`config.mk`:
```
export PLATFORM = sky130hd
export DESIGN_NAME = mark_ref_timing
export DESIGN_NICKNAME = d
export VERILOG_FILES = /design/src/hdl/mark_ref_pkg.sv /design/src/hdl/inguard_latch.sv /design/src/hdl/mark_ref_timing.sv
export VERILOG_INCLUDE_DIRS = /design/src /design/src/hdl
export SDC_FILE = /design/constraint.sdc
export NUM_CORES = 1
export LEC_CHECK = 0
export ABC_AREA = 1
export CAP_MARGIN = 20
export CORE_MARGIN = 8
export CORE_UTILIZATION = 44
export DETAILED_ROUTE_END_ITERATION = 12
export DONT_BUFFER_PORTS = 1
export HOLD_SLACK_MARGIN = 0.12
export PLACE_DENSITY_LB_ADDON = 0.12
export SLEW_MARGIN = 40
export SYNTH_ARGS = -nofsm -noshare
export SYNTH_HDL_FRONTEND = slang
export SYNTH_HIERARCHICAL = 1
export SYNTH_SLANG_ARGS = --single-unit
```
`constraint.sdc`:
```
create_clock -name CLOCK -period 2.7 [get_ports CLOCK]
set_input_delay 0.135 -clock CLOCK [delete_from_list [all_inputs] [get_ports CLOCK]]
set_output_delay 0.135 -clock CLOCK [all_outputs]
set_load 0.01 [all_outputs]
```
`src/hdl/mark_ref_cfg.svh`:
```
// constants for the mark-period reference timing block
// assumes a single 50 MHz system clock; the crystal rate is derived from it
`ifndef MARK_REF_CFG_SVH
`define MARK_REF_CFG_SVH

// ----------------------------------------------------------------------
// widths
// ----------------------------------------------------------------------
`define CNT_W        25
`define FREQ_W       13
`define LATCH_W      48
`define STATUS_W     8
`define STEP_W       4

// ----------------------------------------------------------------------
// values
// ----------------------------------------------------------------------
`define CNT_OVERFLOW 25'h1FF_FFFF
`define STEP_LAST    4'h9
`define STEP_FIRST   4'h0
`define BIT_LAST     6'h2F
`define TAP_16K_BIT  7
`define TAP_8K_BIT   8
`define LOCK_LOW_W   8

// ----------------------------------------------------------------------
// timing: crystal tick from the system clock by fractional accumulation
// ----------------------------------------------------------------------
`define CLOCK_HZ     50000000
`define XTAL_HZ      4096000
`define ACC_W        26
`define ACC_STEP     (26'(`XTAL_HZ))
`define ACC_WRAP     (26'(`CLOCK_HZ))

`endif

```
`src/hdl/mark_ref_pkg.sv`:
```
// types shared by the mark-period reference timing files
// assumes the constants of mark_ref_cfg.svh
package mark_ref_pkg;

	typedef enum logic [0:0] {
		LINK_IDLE  = 1'b0,
		LINK_SHIFT = 1'b1
	} link_state_t;

	// sign and magnitude of one divider tap selection
	typedef logic [2:0] tap_code_t;

endpackage

```
`src/hdl/inguard_latch.sv`:
```
// serial receiver and 48-bit in-guard control latch with status return
// assumes bits arrive synchronous to clock, one per bit_valid after frame_start
`timescale 1ns/1ps
`include "mark_ref_cfg.svh"

module inguard_latch (
	input  wire logic                   clock,
	input  wire logic                   rst,
	input  wire logic                   ce,
	input  wire logic                   link_data,
	input  wire logic                   bit_valid,
	input  wire logic                   frame_start,
	input  wire logic [`STATUS_W-1:0]   status_in,
	output logic      [`LATCH_W-1:0]    control_word,
	output logic                        status_out
);

	mark_ref_pkg::link_state_t state;
	mark_ref_pkg::link_state_t next_state;
	logic [`LATCH_W-1:0]  shreg;
	logic [5:0]           bit_count;
	logic [`STATUS_W-1:0] status_sh;

	wire take_bit  = ce && state == mark_ref_pkg::LINK_SHIFT && bit_valid && !frame_start;
	wire last_bit  = take_bit && bit_count == `BIT_LAST;
	wire [`LATCH_W-1:0] next_shreg = {shreg[`LATCH_W-2:0], link_data};

	always_comb begin
		next_state = state;
		case (state)
			mark_ref_pkg::LINK_IDLE: begin
				if (frame_start)
					next_state = mark_ref_pkg::LINK_SHIFT;
			end
			mark_ref_pkg::LINK_SHIFT: begin
				if (last_bit)
					next_state = mark_ref_pkg::LINK_IDLE;
			end
			default: next_state = mark_ref_pkg::LINK_IDLE;
		endcase
	end

	// ----------------------------------------------------------------------
	// receive and transfer
	// ----------------------------------------------------------------------
	always_ff @(posedge clock) begin
		if (rst) begin
			state     <= mark_ref_pkg::LINK_IDLE;
			shreg     <= '0;
			bit_count <= '0;
		end else if (ce) begin
			state <= next_state;
			if (frame_start)
				bit_count <= '0;
			else if (take_bit) begin
				shreg     <= next_shreg;
				bit_count <= bit_count + 6'h01;
			end
		end
	end

	// control_word moves only on the last bit, never on a partial word
	always_ff @(posedge clock) begin
		if (rst)
			control_word <= '0;
		else if (last_bit)
			control_word <= next_shreg;
	end

	// status goes back one bit per received bit, captured at frame start;
	// the msb is shown at once so the bit seen before each data bit never
	// depends on how far apart the host spaces its bits
	always_ff @(posedge clock) begin
		if (rst) begin
			status_sh  <= '0;
			status_out <= 1'b0;
		end else if (ce) begin
			if (frame_start) begin
				status_out <= status_in[`STATUS_W-1];
				status_sh  <= {status_in[`STATUS_W-2:0], 1'b0};
			end else if (take_bit) begin
				status_out <= status_sh[`STATUS_W-1];
				status_sh  <= {status_sh[`STATUS_W-2:0], 1'b0};
			end
		end
	end
endmodule

```
`src/hdl/mark_ref_timing.sv`:
```
// out-guard timing for the precision amplitude reference
// assumes CLOCK at 50 MHz, all inputs synchronous to it, RST synchronous high
`timescale 1ns/1ps
`include "mark_ref_cfg.svh"

module mark_ref_timing (
	input  wire logic                  CLOCK,
	input  wire logic                  RST,
	input  wire logic                  CE,
	input  wire logic [`CNT_W-1:0]     THRESHOLD,
	input  wire logic                  THRESHOLD_LOAD,
	input  wire logic                  AC_MODE,
	input  wire logic                  POLARITY_NEG,
	input  wire logic                  EXT_REF_SELECT,
	input  wire logic                  EXT_REF,
	input  wire logic                  STEP_TICK,
	input  wire logic                  LINK_DATA,
	input  wire logic                  LINK_BIT_VALID,
	input  wire logic                  LINK_FRAME_START,
	input  wire logic [`STATUS_W-1:0]  STATUS_IN,
	output logic                       PULSE_RESET,
	output logic                       PULSE_SET,
	output logic                       CHOP_MARK,
	output logic                       REF_INVERT,
	output logic [2:0]                 TAP_SELECT,
	output logic [`STEP_W-1:0]         STEP_INDEX,
	output logic                       STEP_CARRY,
	output logic                       QS_STEP_STROBE,
	output logic                       FREQ_REF_16K,
	output logic                       FREQ_REF_8K,
	output logic [`LATCH_W-1:0]        CONTROL_WORD,
	output logic                       LINK_STATUS_OUT
);

	logic [`ACC_W-1:0]  acc;
	logic               xtal_tick;
	logic [`CNT_W-1:0]  count;
	logic [`CNT_W-1:0]  threshold;
	logic [`FREQ_W-1:0] freq_count;
	logic               ext_prev;

	// ----------------------------------------------------------------------
	// crystal tick: 4.096 MHz on average, jitter of one system clock
	// ----------------------------------------------------------------------
	wire [`ACC_W-1:0] acc_sum  = acc + `ACC_STEP;
	wire              acc_over = acc_sum >= `ACC_WRAP;
	wire [`ACC_W-1:0] next_acc = acc_over ? acc_sum - `ACC_WRAP : acc_sum;

	always_ff @(posedge CLOCK) begin
		if (RST) begin
			acc       <= '0;
			xtal_tick <= 1'b0;
		end else if (CE) begin
			acc       <= next_acc;
			xtal_tick <= acc_over;
		end
	end

	// ----------------------------------------------------------------------
	// period counter and comparator
	// ----------------------------------------------------------------------
	wire hit_match    = xtal_tick && count == threshold;
	wire hit_overflow = xtal_tick && count == `CNT_OVERFLOW;

	always_ff @(posedge CLOCK) begin
		if (RST)
			threshold <= '0;
		else if (CE && THRESHOLD_LOAD)
			threshold <= THRESHOLD;
	end

	always_ff @(posedge CLOCK) begin
		if (RST)
			count <= '0;
		else if (CE && xtal_tick)
			count <= count + 25'h000_0001;
	end

	// when threshold equals overflow the space has zero length, so set wins
	always_ff @(posedge CLOCK) begin
		if (RST) begin
			PULSE_RESET <= 1'b0;
			PULSE_SET   <= 1'b0;
			CHOP_MARK   <= 1'b0;
		end else if (CE) begin
			PULSE_RESET <= hit_match;
			PULSE_SET   <= hit_overflow;
			if (hit_overflow)
				CHOP_MARK <= 1'b1;
			else if (hit_match)
				CHOP_MARK <= 1'b0;
		end
	end

	// ----------------------------------------------------------------------
	// polarity
	// ----------------------------------------------------------------------
	always_ff @(posedge CLOCK) begin
		if (RST)
			REF_INVERT <= 1'b0;
		else if (CE)
			REF_INVERT <= !AC_MODE && POLARITY_NEG;
	end

	// ----------------------------------------------------------------------
	// divide-by-ten quasi-sine sequencer
	// ----------------------------------------------------------------------
	function automatic mark_ref_pkg::tap_code_t tap_of(input logic [`STEP_W-1:0] s);
		case (s)
			4'h1, 4'h4: tap_of = 3'h1;
			4'h2, 4'h3: tap_of = 3'h2;
			4'h6, 4'h9: tap_of = 3'h5;
			4'h7, 4'h8: tap_of = 3'h6;
			default:    tap_of = 3'h0;
		endcase
	endfunction

	wire                step_adv   = AC_MODE && STEP_TICK;
	wire                step_wrap  = STEP_INDEX == `STEP_LAST;
	wire [`STEP_W-1:0]  next_step  = step_wrap ? `STEP_FIRST : STEP_INDEX + 4'h1;
	wire [2:0]          next_tap   = tap_of(next_step);

	always_ff @(posedge CLOCK) begin
		if (RST) begin
			STEP_INDEX     <= `STEP_FIRST;
			TAP_SELECT     <= 3'h0;
			STEP_CARRY     <= 1'b0;
			QS_STEP_STROBE <= 1'b0;
		end else if (CE) begin
			STEP_CARRY     <= step_adv && step_wrap;
			QS_STEP_STROBE <= step_adv;
			if (step_adv) begin
				STEP_INDEX <= next_step;
				TAP_SELECT <= next_tap;
			end
		end
	end

	// ----------------------------------------------------------------------
	// 16 kHz frequency reference
	// ----------------------------------------------------------------------
	// locking by re-phasing the low stage keeps the loop digital; the cost is
	// a phase step of up to one 16 kHz cycle when the external edge moves
	wire ext_rise = EXT_REF && !ext_prev;
	wire relock   = EXT_REF_SELECT && ext_rise;

	always_ff @(posedge CLOCK) begin
		if (RST) begin
			freq_count <= '0;
			ext_prev   <= 1'b0;
		end else if (CE) begin
			ext_prev <= EXT_REF;
			if (relock)
				freq_count <= {freq_count[`FREQ_W-1:`LOCK_LOW_W], 8'h00};
			else if (xtal_tick)
				freq_count <= freq_count + 13'h0001;
		end
	end

	always_ff @(posedge CLOCK) begin
		if (RST) begin
			FREQ_REF_16K <= 1'b0;
			FREQ_REF_8K  <= 1'b0;
		end else if (CE) begin
			FREQ_REF_16K <= AC_MODE && freq_count[`TAP_16K_BIT];
			FREQ_REF_8K  <= AC_MODE && freq_count[`TAP_8K_BIT];
		end
	end

	// ----------------------------------------------------------------------
	// in-guard latch over the serial link
	// ----------------------------------------------------------------------
	inguard_latch u_latch (
		.clock        (CLOCK),
		.rst          (RST),
		.ce           (CE),
		.link_data    (LINK_DATA),
		.bit_valid    (LINK_BIT_VALID),
		.frame_start  (LINK_FRAME_START),
		.status_in    (STATUS_IN),
		.control_word (CONTROL_WORD),
		.status_out   (LINK_STATUS_OUT)
	);

	// tap of the step half a period earlier, for the symmetry check
	wire [2:0] mirror_tap = tap_of(STEP_INDEX - 4'h5);
endmodule

```
==> results of run 1 <==
power groups by stage:
stage	logic (uW)	clock network, uW	registers, uW
global route	726	3300	3160
global placement	540	0	3220
finish	630	3070	3160
CTS	626	3170	3160
floorplan	477	0	3210
detailed placement	543	0	3220
through the flow:
| stage | power [uW] | hold slack [ns] | cells |
|---|---|---|---|
| detailed placement | 3760 | 0.228 | 1527 |
| floorplan | 3680 | 0.204 | 1300 |
| global route | 7190 | 0.149 | 1614 |
| finish | 6860 | 0.119 | 1614 |
| CTS | 6950 | 0.120 | 1614 |
| global placement | 3760 | 0.220 | 1527 |
metal layers:
layer	GRT usage (%)	up-vias	part of all wire [%]
li1	-	4273	-
met1	22.7	3623	50
met2	25.8	145	43
met3	3.53	26	5.4
met4	3.62	0	1.4
met5	0	-	0
synthesized netlist by cell type (2+ instances only):
library cell | instances | area [um2]
inv_1 | 133 | 499
nand4_1 | 22 | 138
nand2_1 | 214 | 803
buf_6 | 3 | 33.8
o21a_1 | 2 | 15.0
dfxtp_1 | 205 | 4100
xor2_1 | 24 | 210
o21bai_1 | 2 | 15.0
buf_4 | 4 | 30.0
a221oi_1 | 2 | 17.5
nand3b_1 | 9 | 67.6
nor2_2 | 6 | 37.5
nor3b_1 | 3 | 22.5
o21ai_0 | 111 | 556
nor3_1 | 15 | 75.1
inv_2 | 4 | 15.0
clkinv_1 | 2 | 7.51
a21oi_1 | 98 | 490
nor2_1 | 226 | 848
clkbuf_1 | 30 | 113
xnor2_1 | 4 | 35.0
nand3_1 | 111 | 556
nor2_4 | 2 | 22.5
ha_1 | 7 | 87.6
buf_2 | 15 | 75.1
nand3_2 | 2 | 20.0
o22ai_1 | 6 | 37.5
a211oi_1 | 2 | 15.0
o2111ai_1 | 2 | 17.5
nand2_2 | 10 | 62.6
nor4_1 | 6 | 37.5
buf_1 | 6 | 22.5
path summary, 6_finish.rpt:
path                                    start       endpoint  slack [ns]  cells past startpoint
worst min-delay path                       CE  threshold[22]        0.12                      3
worst min register to register  freq_count[6]  freq_count[6]        0.45                      1
worst max-delay path                  acc[15]        acc[14]        0.22                     15
worst max register to register        acc[15]        acc[14]        0.22                     15
logic make-up after synthesis:
group	count (synthesis)	share of synthesized area, %
buffers and inverters	199	8.84
AOI/OAI and AO/OA	229	13.0
and+or+nand+nor	632	30.1
adders and majority gates	7	0.948
DFF	205	44.4
xor gates and xnor gates	28	2.65
worst reg2reg max path: cells and delay by family, from the launching register on:
family | cells | cell delay [ns]
buffers and inverters | 3 | 0.75
and+or+nand+nor | 10 | 0.95
adders and majority gates | 1 | 0.22
DFF | 1 | 0.36
AOI/OAI and AO/OA | 1 | 0.13
state kept, by name (all words and copies together), names as in the netlist:
signal,flops
CHOP_MARK,1
FREQ_REF_16K,1
FREQ_REF_8K,1
PULSE_RESET,1
PULSE_SET,1
QS_STEP_STROBE,1
REF_INVERT,1
STEP_CARRY,1
STEP_INDEX,4
TAP_SELECT,3
acc,19
count,25
ext_prev,1
freq_count,9
threshold,25
u_latch/bit_count,6
u_latch/control_word,48
u_latch/shreg,47
u_latch/state,1
u_latch/status_out,1
u_latch/status_sh,7
xtal_tick,1
timing repair:
action,CTS,global route
hold endpoints to repair,125,0
gates resized for setup,0,2
endpoints found under the setup margin,0,1
hold buffers,51,0
area by class of cell:
cell class              count  area [um2]  share of cell area, %
clock buffers              27         611                   5.72
multi-input cells         896        4340                   40.6
well taps                 275         344                   3.22
clock inverters             9         126                   1.18
repair buffers             62         626                   5.86
flip-flops and latches    205        4110                   38.4
inverters                 140         529                   4.96
==> metrics.yaml, run 1 <==
antenna_found_initial: 0
ys_seq_elements: 205
syn_to_final_growth_pct: 15.6
ys_seq_area_share_pct: 44.4
n_fill_cell: 2043
setup_viol: 0
avgSynthCellArea_um2: 7.11
cts_root_buffer: "clkbuf_16"
postLayoutCellArea_um2: 10700
cellLeakagePower_uw: 0.00422
fmax_mhz: 404
critPathKind: "reg2reg"
num_vias: 8067
start_kind: "flip-flop"
hold_viol: 0
final_cell_mix: "nor2_1 (225), nand2_1 (214), dfxtp_1 (204), inv_1 (132)"
fin_nets: 1380
dr.pass1.iters: 5
crit_fanout: 19
pwr-share-clk_pct: 44.8
cp_common_cell: "nand2_2"
layout_commonest_cell: "nor2_1"
power_switching_share_pct: 23.9
worst_pin_slew_ns: 0.590
grt_usage_pct: 16.5
synth_edf_count: 0
synth_cell_type_count: 44
dpl-instance-area_um2: 9400
synth_ff_type: "dfxtp_1"
cts.clk_slew.worst_paths_ns: 0.06
synthArstFlopShare_pct: 0
hpwl_um: 14300
p_comb_share_pct: 9.2
peakVddDrop_mv: 0.390
cpPeakStageDelay_ns: 0.57
status: "finished clean"
rows: 53
cp_num_buf_inv: 3
htree_levels: 1
clk_latency_ns: 0.50
grt_pass1_vias: 7513
cts_tree: "done"
synthesis.nets: 1352
post-route-util_pct: 51.3
die_width_um: 161
antenna_left: 0
finalMaxSlewViolations: 0
cts_setup_buffers: 0
synth-warning-count: 6
grt_pass1_wl_um: 36900
die_area_um2: 25900
grt_max_degree: 71
rsz0062_at_grt: "false"
critical-path-top-delay-family: "simple AND/OR/NAND/NOR gates"
start_util_pct: 44.4
relSlewSlack_pct: 60.6
path_cells: "ha_1, inv_1, nand2_2, inv_2, nand3_2, nand2_1, nand2_1, nor2_2, nand2_2, nand2_2, nand2_4, nand2_8, nand4_1, dlygate4sd3_1, a21oi_1"
place_ws_ns: 0.459
antennaDiodeCount: 0
drc: 0
io_pins: 109
finClkSkew_ns: 0.00667
setup_ws_ns: 0.222
place_congestion: 0.812
p_int_uw: 5220
design.core.area_um2: 20800
cts.sinks: 205
cts.path.max_buffers: 3
wl_per_cell_um: 13.4
cap_violations: 0
numCtsBuffers: 23
power.density_nw_per_um2: 642
die_y_um: 161
portBuffers: 0
power.net_switching_uw: 1640
min_path_type: "in2reg"
route.final.wire_length_um: 21600
grt-ovfl-total: 0
drive_above_1_share_pct: 6.20
drtIter0Drc: 539
critPathCaptureType: "flip-flop"
critical_path.slowest_cell: "dlygate4sd3_1"
finalSetupTns_ns: 0
fin_crit_ns: 2.48
critPathRequiredTime_ns: 3.14
synth.cell_area_um2: 9240
seq_power_share_pct: 46.0
syn_inst: 1300
period_share_pct: 91.8
crit_arrival_ns: 2.92
viasPerCell: 5.00
Power figures use the tool's default switching activity.
==> inputs of run 2 (changes only) <==
==> constraint.sdc (replaced) <==
create_clock -name CLOCK -period 2.1 [get_ports CLOCK]
set_input_delay 0.105 -clock CLOCK [delete_from_list [all_inputs] [get_ports CLOCK]]
set_output_delay 0.105 -clock CLOCK [all_outputs]
set_load 0.01 [all_outputs]
==> metrics.yaml, run 2 (synthesis gave the netlist of run 1 again) <==
grt_pass1_wl_um: 37200
cap_violations: 0
drtIter0Drc: 530
hpwl_um: 14500
layout_commonest_cell: "nor2_1"
critPathKind: "reg2reg"
regMostFlops: "u_latch/control_word"
wl_per_cell_um: 13.6
critPathCaptureType: "flip-flop"
place_congestion: 0.859
min_path_type: "in2reg"
die_width_um: 161
met2_usage_pct: 26.2
largest_reg_flops: 48
cts.clk_slew.worst_paths_ns: 0.06
num_vias: 8172
crit_arrival_ns: 2.34
die_area_um2: 25900
cts.sinks: 205
io_pins: 109
cts_root_buffer: "clkbuf_16"
drive_above_1_share_pct: 8.52
finalSetupTns_ns: 0
antennaDiodeCount: 0
fin_nets: 1400
die_y_um: 161
setup_ws_ns: 0.156
grt_pass1_vias: 7535
fmax_mhz: 514
antenna_found_initial: 0
portBuffers: 0
worstSetupStartpoint: "u_latch/bit_count[0]"
power.density_nw_per_um2: 811
n_fill_cell: 2067
post-route-util_pct: 52.4
fin_crit_ns: 1.94
grt_usage_pct: 16.6
htree_levels: 1
finClkSkew_ns: 0.0128
grtUsageMet1_pct: 22.7
viasPerCell: 4.99
antenna_left: 0
cellLeakagePower_uw: 0.00435
hold_viol: 0
setup_viol: 0
critPathRequiredTime_ns: 2.49
grt-ovfl-total: 0
period_share_pct: 92.6
start_kind: "flip-flop"
finalPower_uw: 8850
r2r_cells: 7
design.core.area_um2: 20800
crit-reg2reg-launch: "u_latch/bit_count[0]"
postLayoutCellArea_um2: 10900
cts.path.max_buffers: 3
dpl-instance-area_um2: 9510
r2r-end: "u_latch/state"
reg_top3: "u_latch/control_word x48, u_latch/shreg x47"
grt_use_met3_pct: 3.89
grt-busiest-layer: "met2"
drc: 0
start_util_pct: 44.4
route.final.wire_length_um: 22200
finalMaxSlewViolations: 0
clk_latency_ns: 0.51
grt_max_degree: 121
dr.pass1.iters: 4
final_cell_mix: "nor2_1 (222), nand2_1 (211), dfxtp_1 (204), inv_1 (129)"
cp-endpoint: "u_latch/state"
worst_pin_slew_ns: 0.756
numCtsBuffers: 24
crit_fanout: 12
status: "finished clean"
rows: 53
place_ws_ns: 0.00858
syn_to_final_growth_pct: 18.2
peakVddDrop_mv: 0.474
relSlewSlack_pct: 49.6
reg2reg_slack_ns: 0.16
cts_tree: "done"
run 2: routing by layer:
| metal | vias to the layer above | part of all wire (%) | wire [um] |
|---|---|---|---|
| met2 | 152 | 44 | 9810 |
| met3 | 20 | 5.5 | 1220 |
| met4 | 0 | 1.0 | 226 |
| met1 | 3689 | 49 | 10900 |
| li1 | 4311 | - | - |
| met5 | - | 0 | 0 |
run 2: worst min path at each step:
stage	slack, ns	startpoint	cells after the start	to
finish	0.13	THRESHOLD_LOAD	3	threshold[14]
global route	0.18	THRESHOLD_LOAD	3	threshold[6]
CTS	0.12	THRESHOLD_LOAD	3	threshold[14]
detailed placement	0.20	RST	1	acc[11]
global placement	0.19	RST	1	acc[10]
floorplan	0.17	RST	1	u_latch/bit_count[1]
run 2: worst max-delay path: stages, from the launching register on:
cell and delay, ns:
dfxtp_1 0.36, ha_1 0.20, nand3_1 0.13, inv_1 0.11, nand2_1 0.09, nor2_4 0.29, nor3_1 0.08, dlygate4sd3_1 0.56
run 2: per-stage QoR:
stage / std cells / hold WS [ns]
after global routing: 1637 / 0.175
final: 1637 / 0.128
after floorplan: 1300 / 0.174
after detailed placement: 1540 / 0.195
after CTS: 1629 / 0.124
after global placement: 1540 / 0.194
run 2: report_power, final:
group / internal (uW) / total (uW) / switching, uW
clock: 2320 / 3890 / 1560
sequential: 3990 / 4060 / 70.5
combinational: 365 / 913 / 548
run 2: area by class of cell:
cell class / instances / area [um2] / share of cell area (%)
Clock buffer: 32 / 662 / 6.06
Clock inverter: 8 / 68.8 / 0.630
Inverter: 140 / 529 / 4.85
Multi-Input combinational cell: 898 / 4420 / 40.4
Sequential cell: 205 / 4110 / 37.6
Tap cell: 275 / 344 / 3.15
Timing Repair Buffer: 79 / 795 / 7.28
run 2: what timing repair did:
action                                 in CTS  in global routing
endpoints found under the hold margin     163                  0
setup buffers                               0                  5
pin swaps                                   0                  3
hold buffers                               49                  0
cloned                                      0                  3
setup endpoints to repair                   3                 27
gates resized for setup                     1                 22
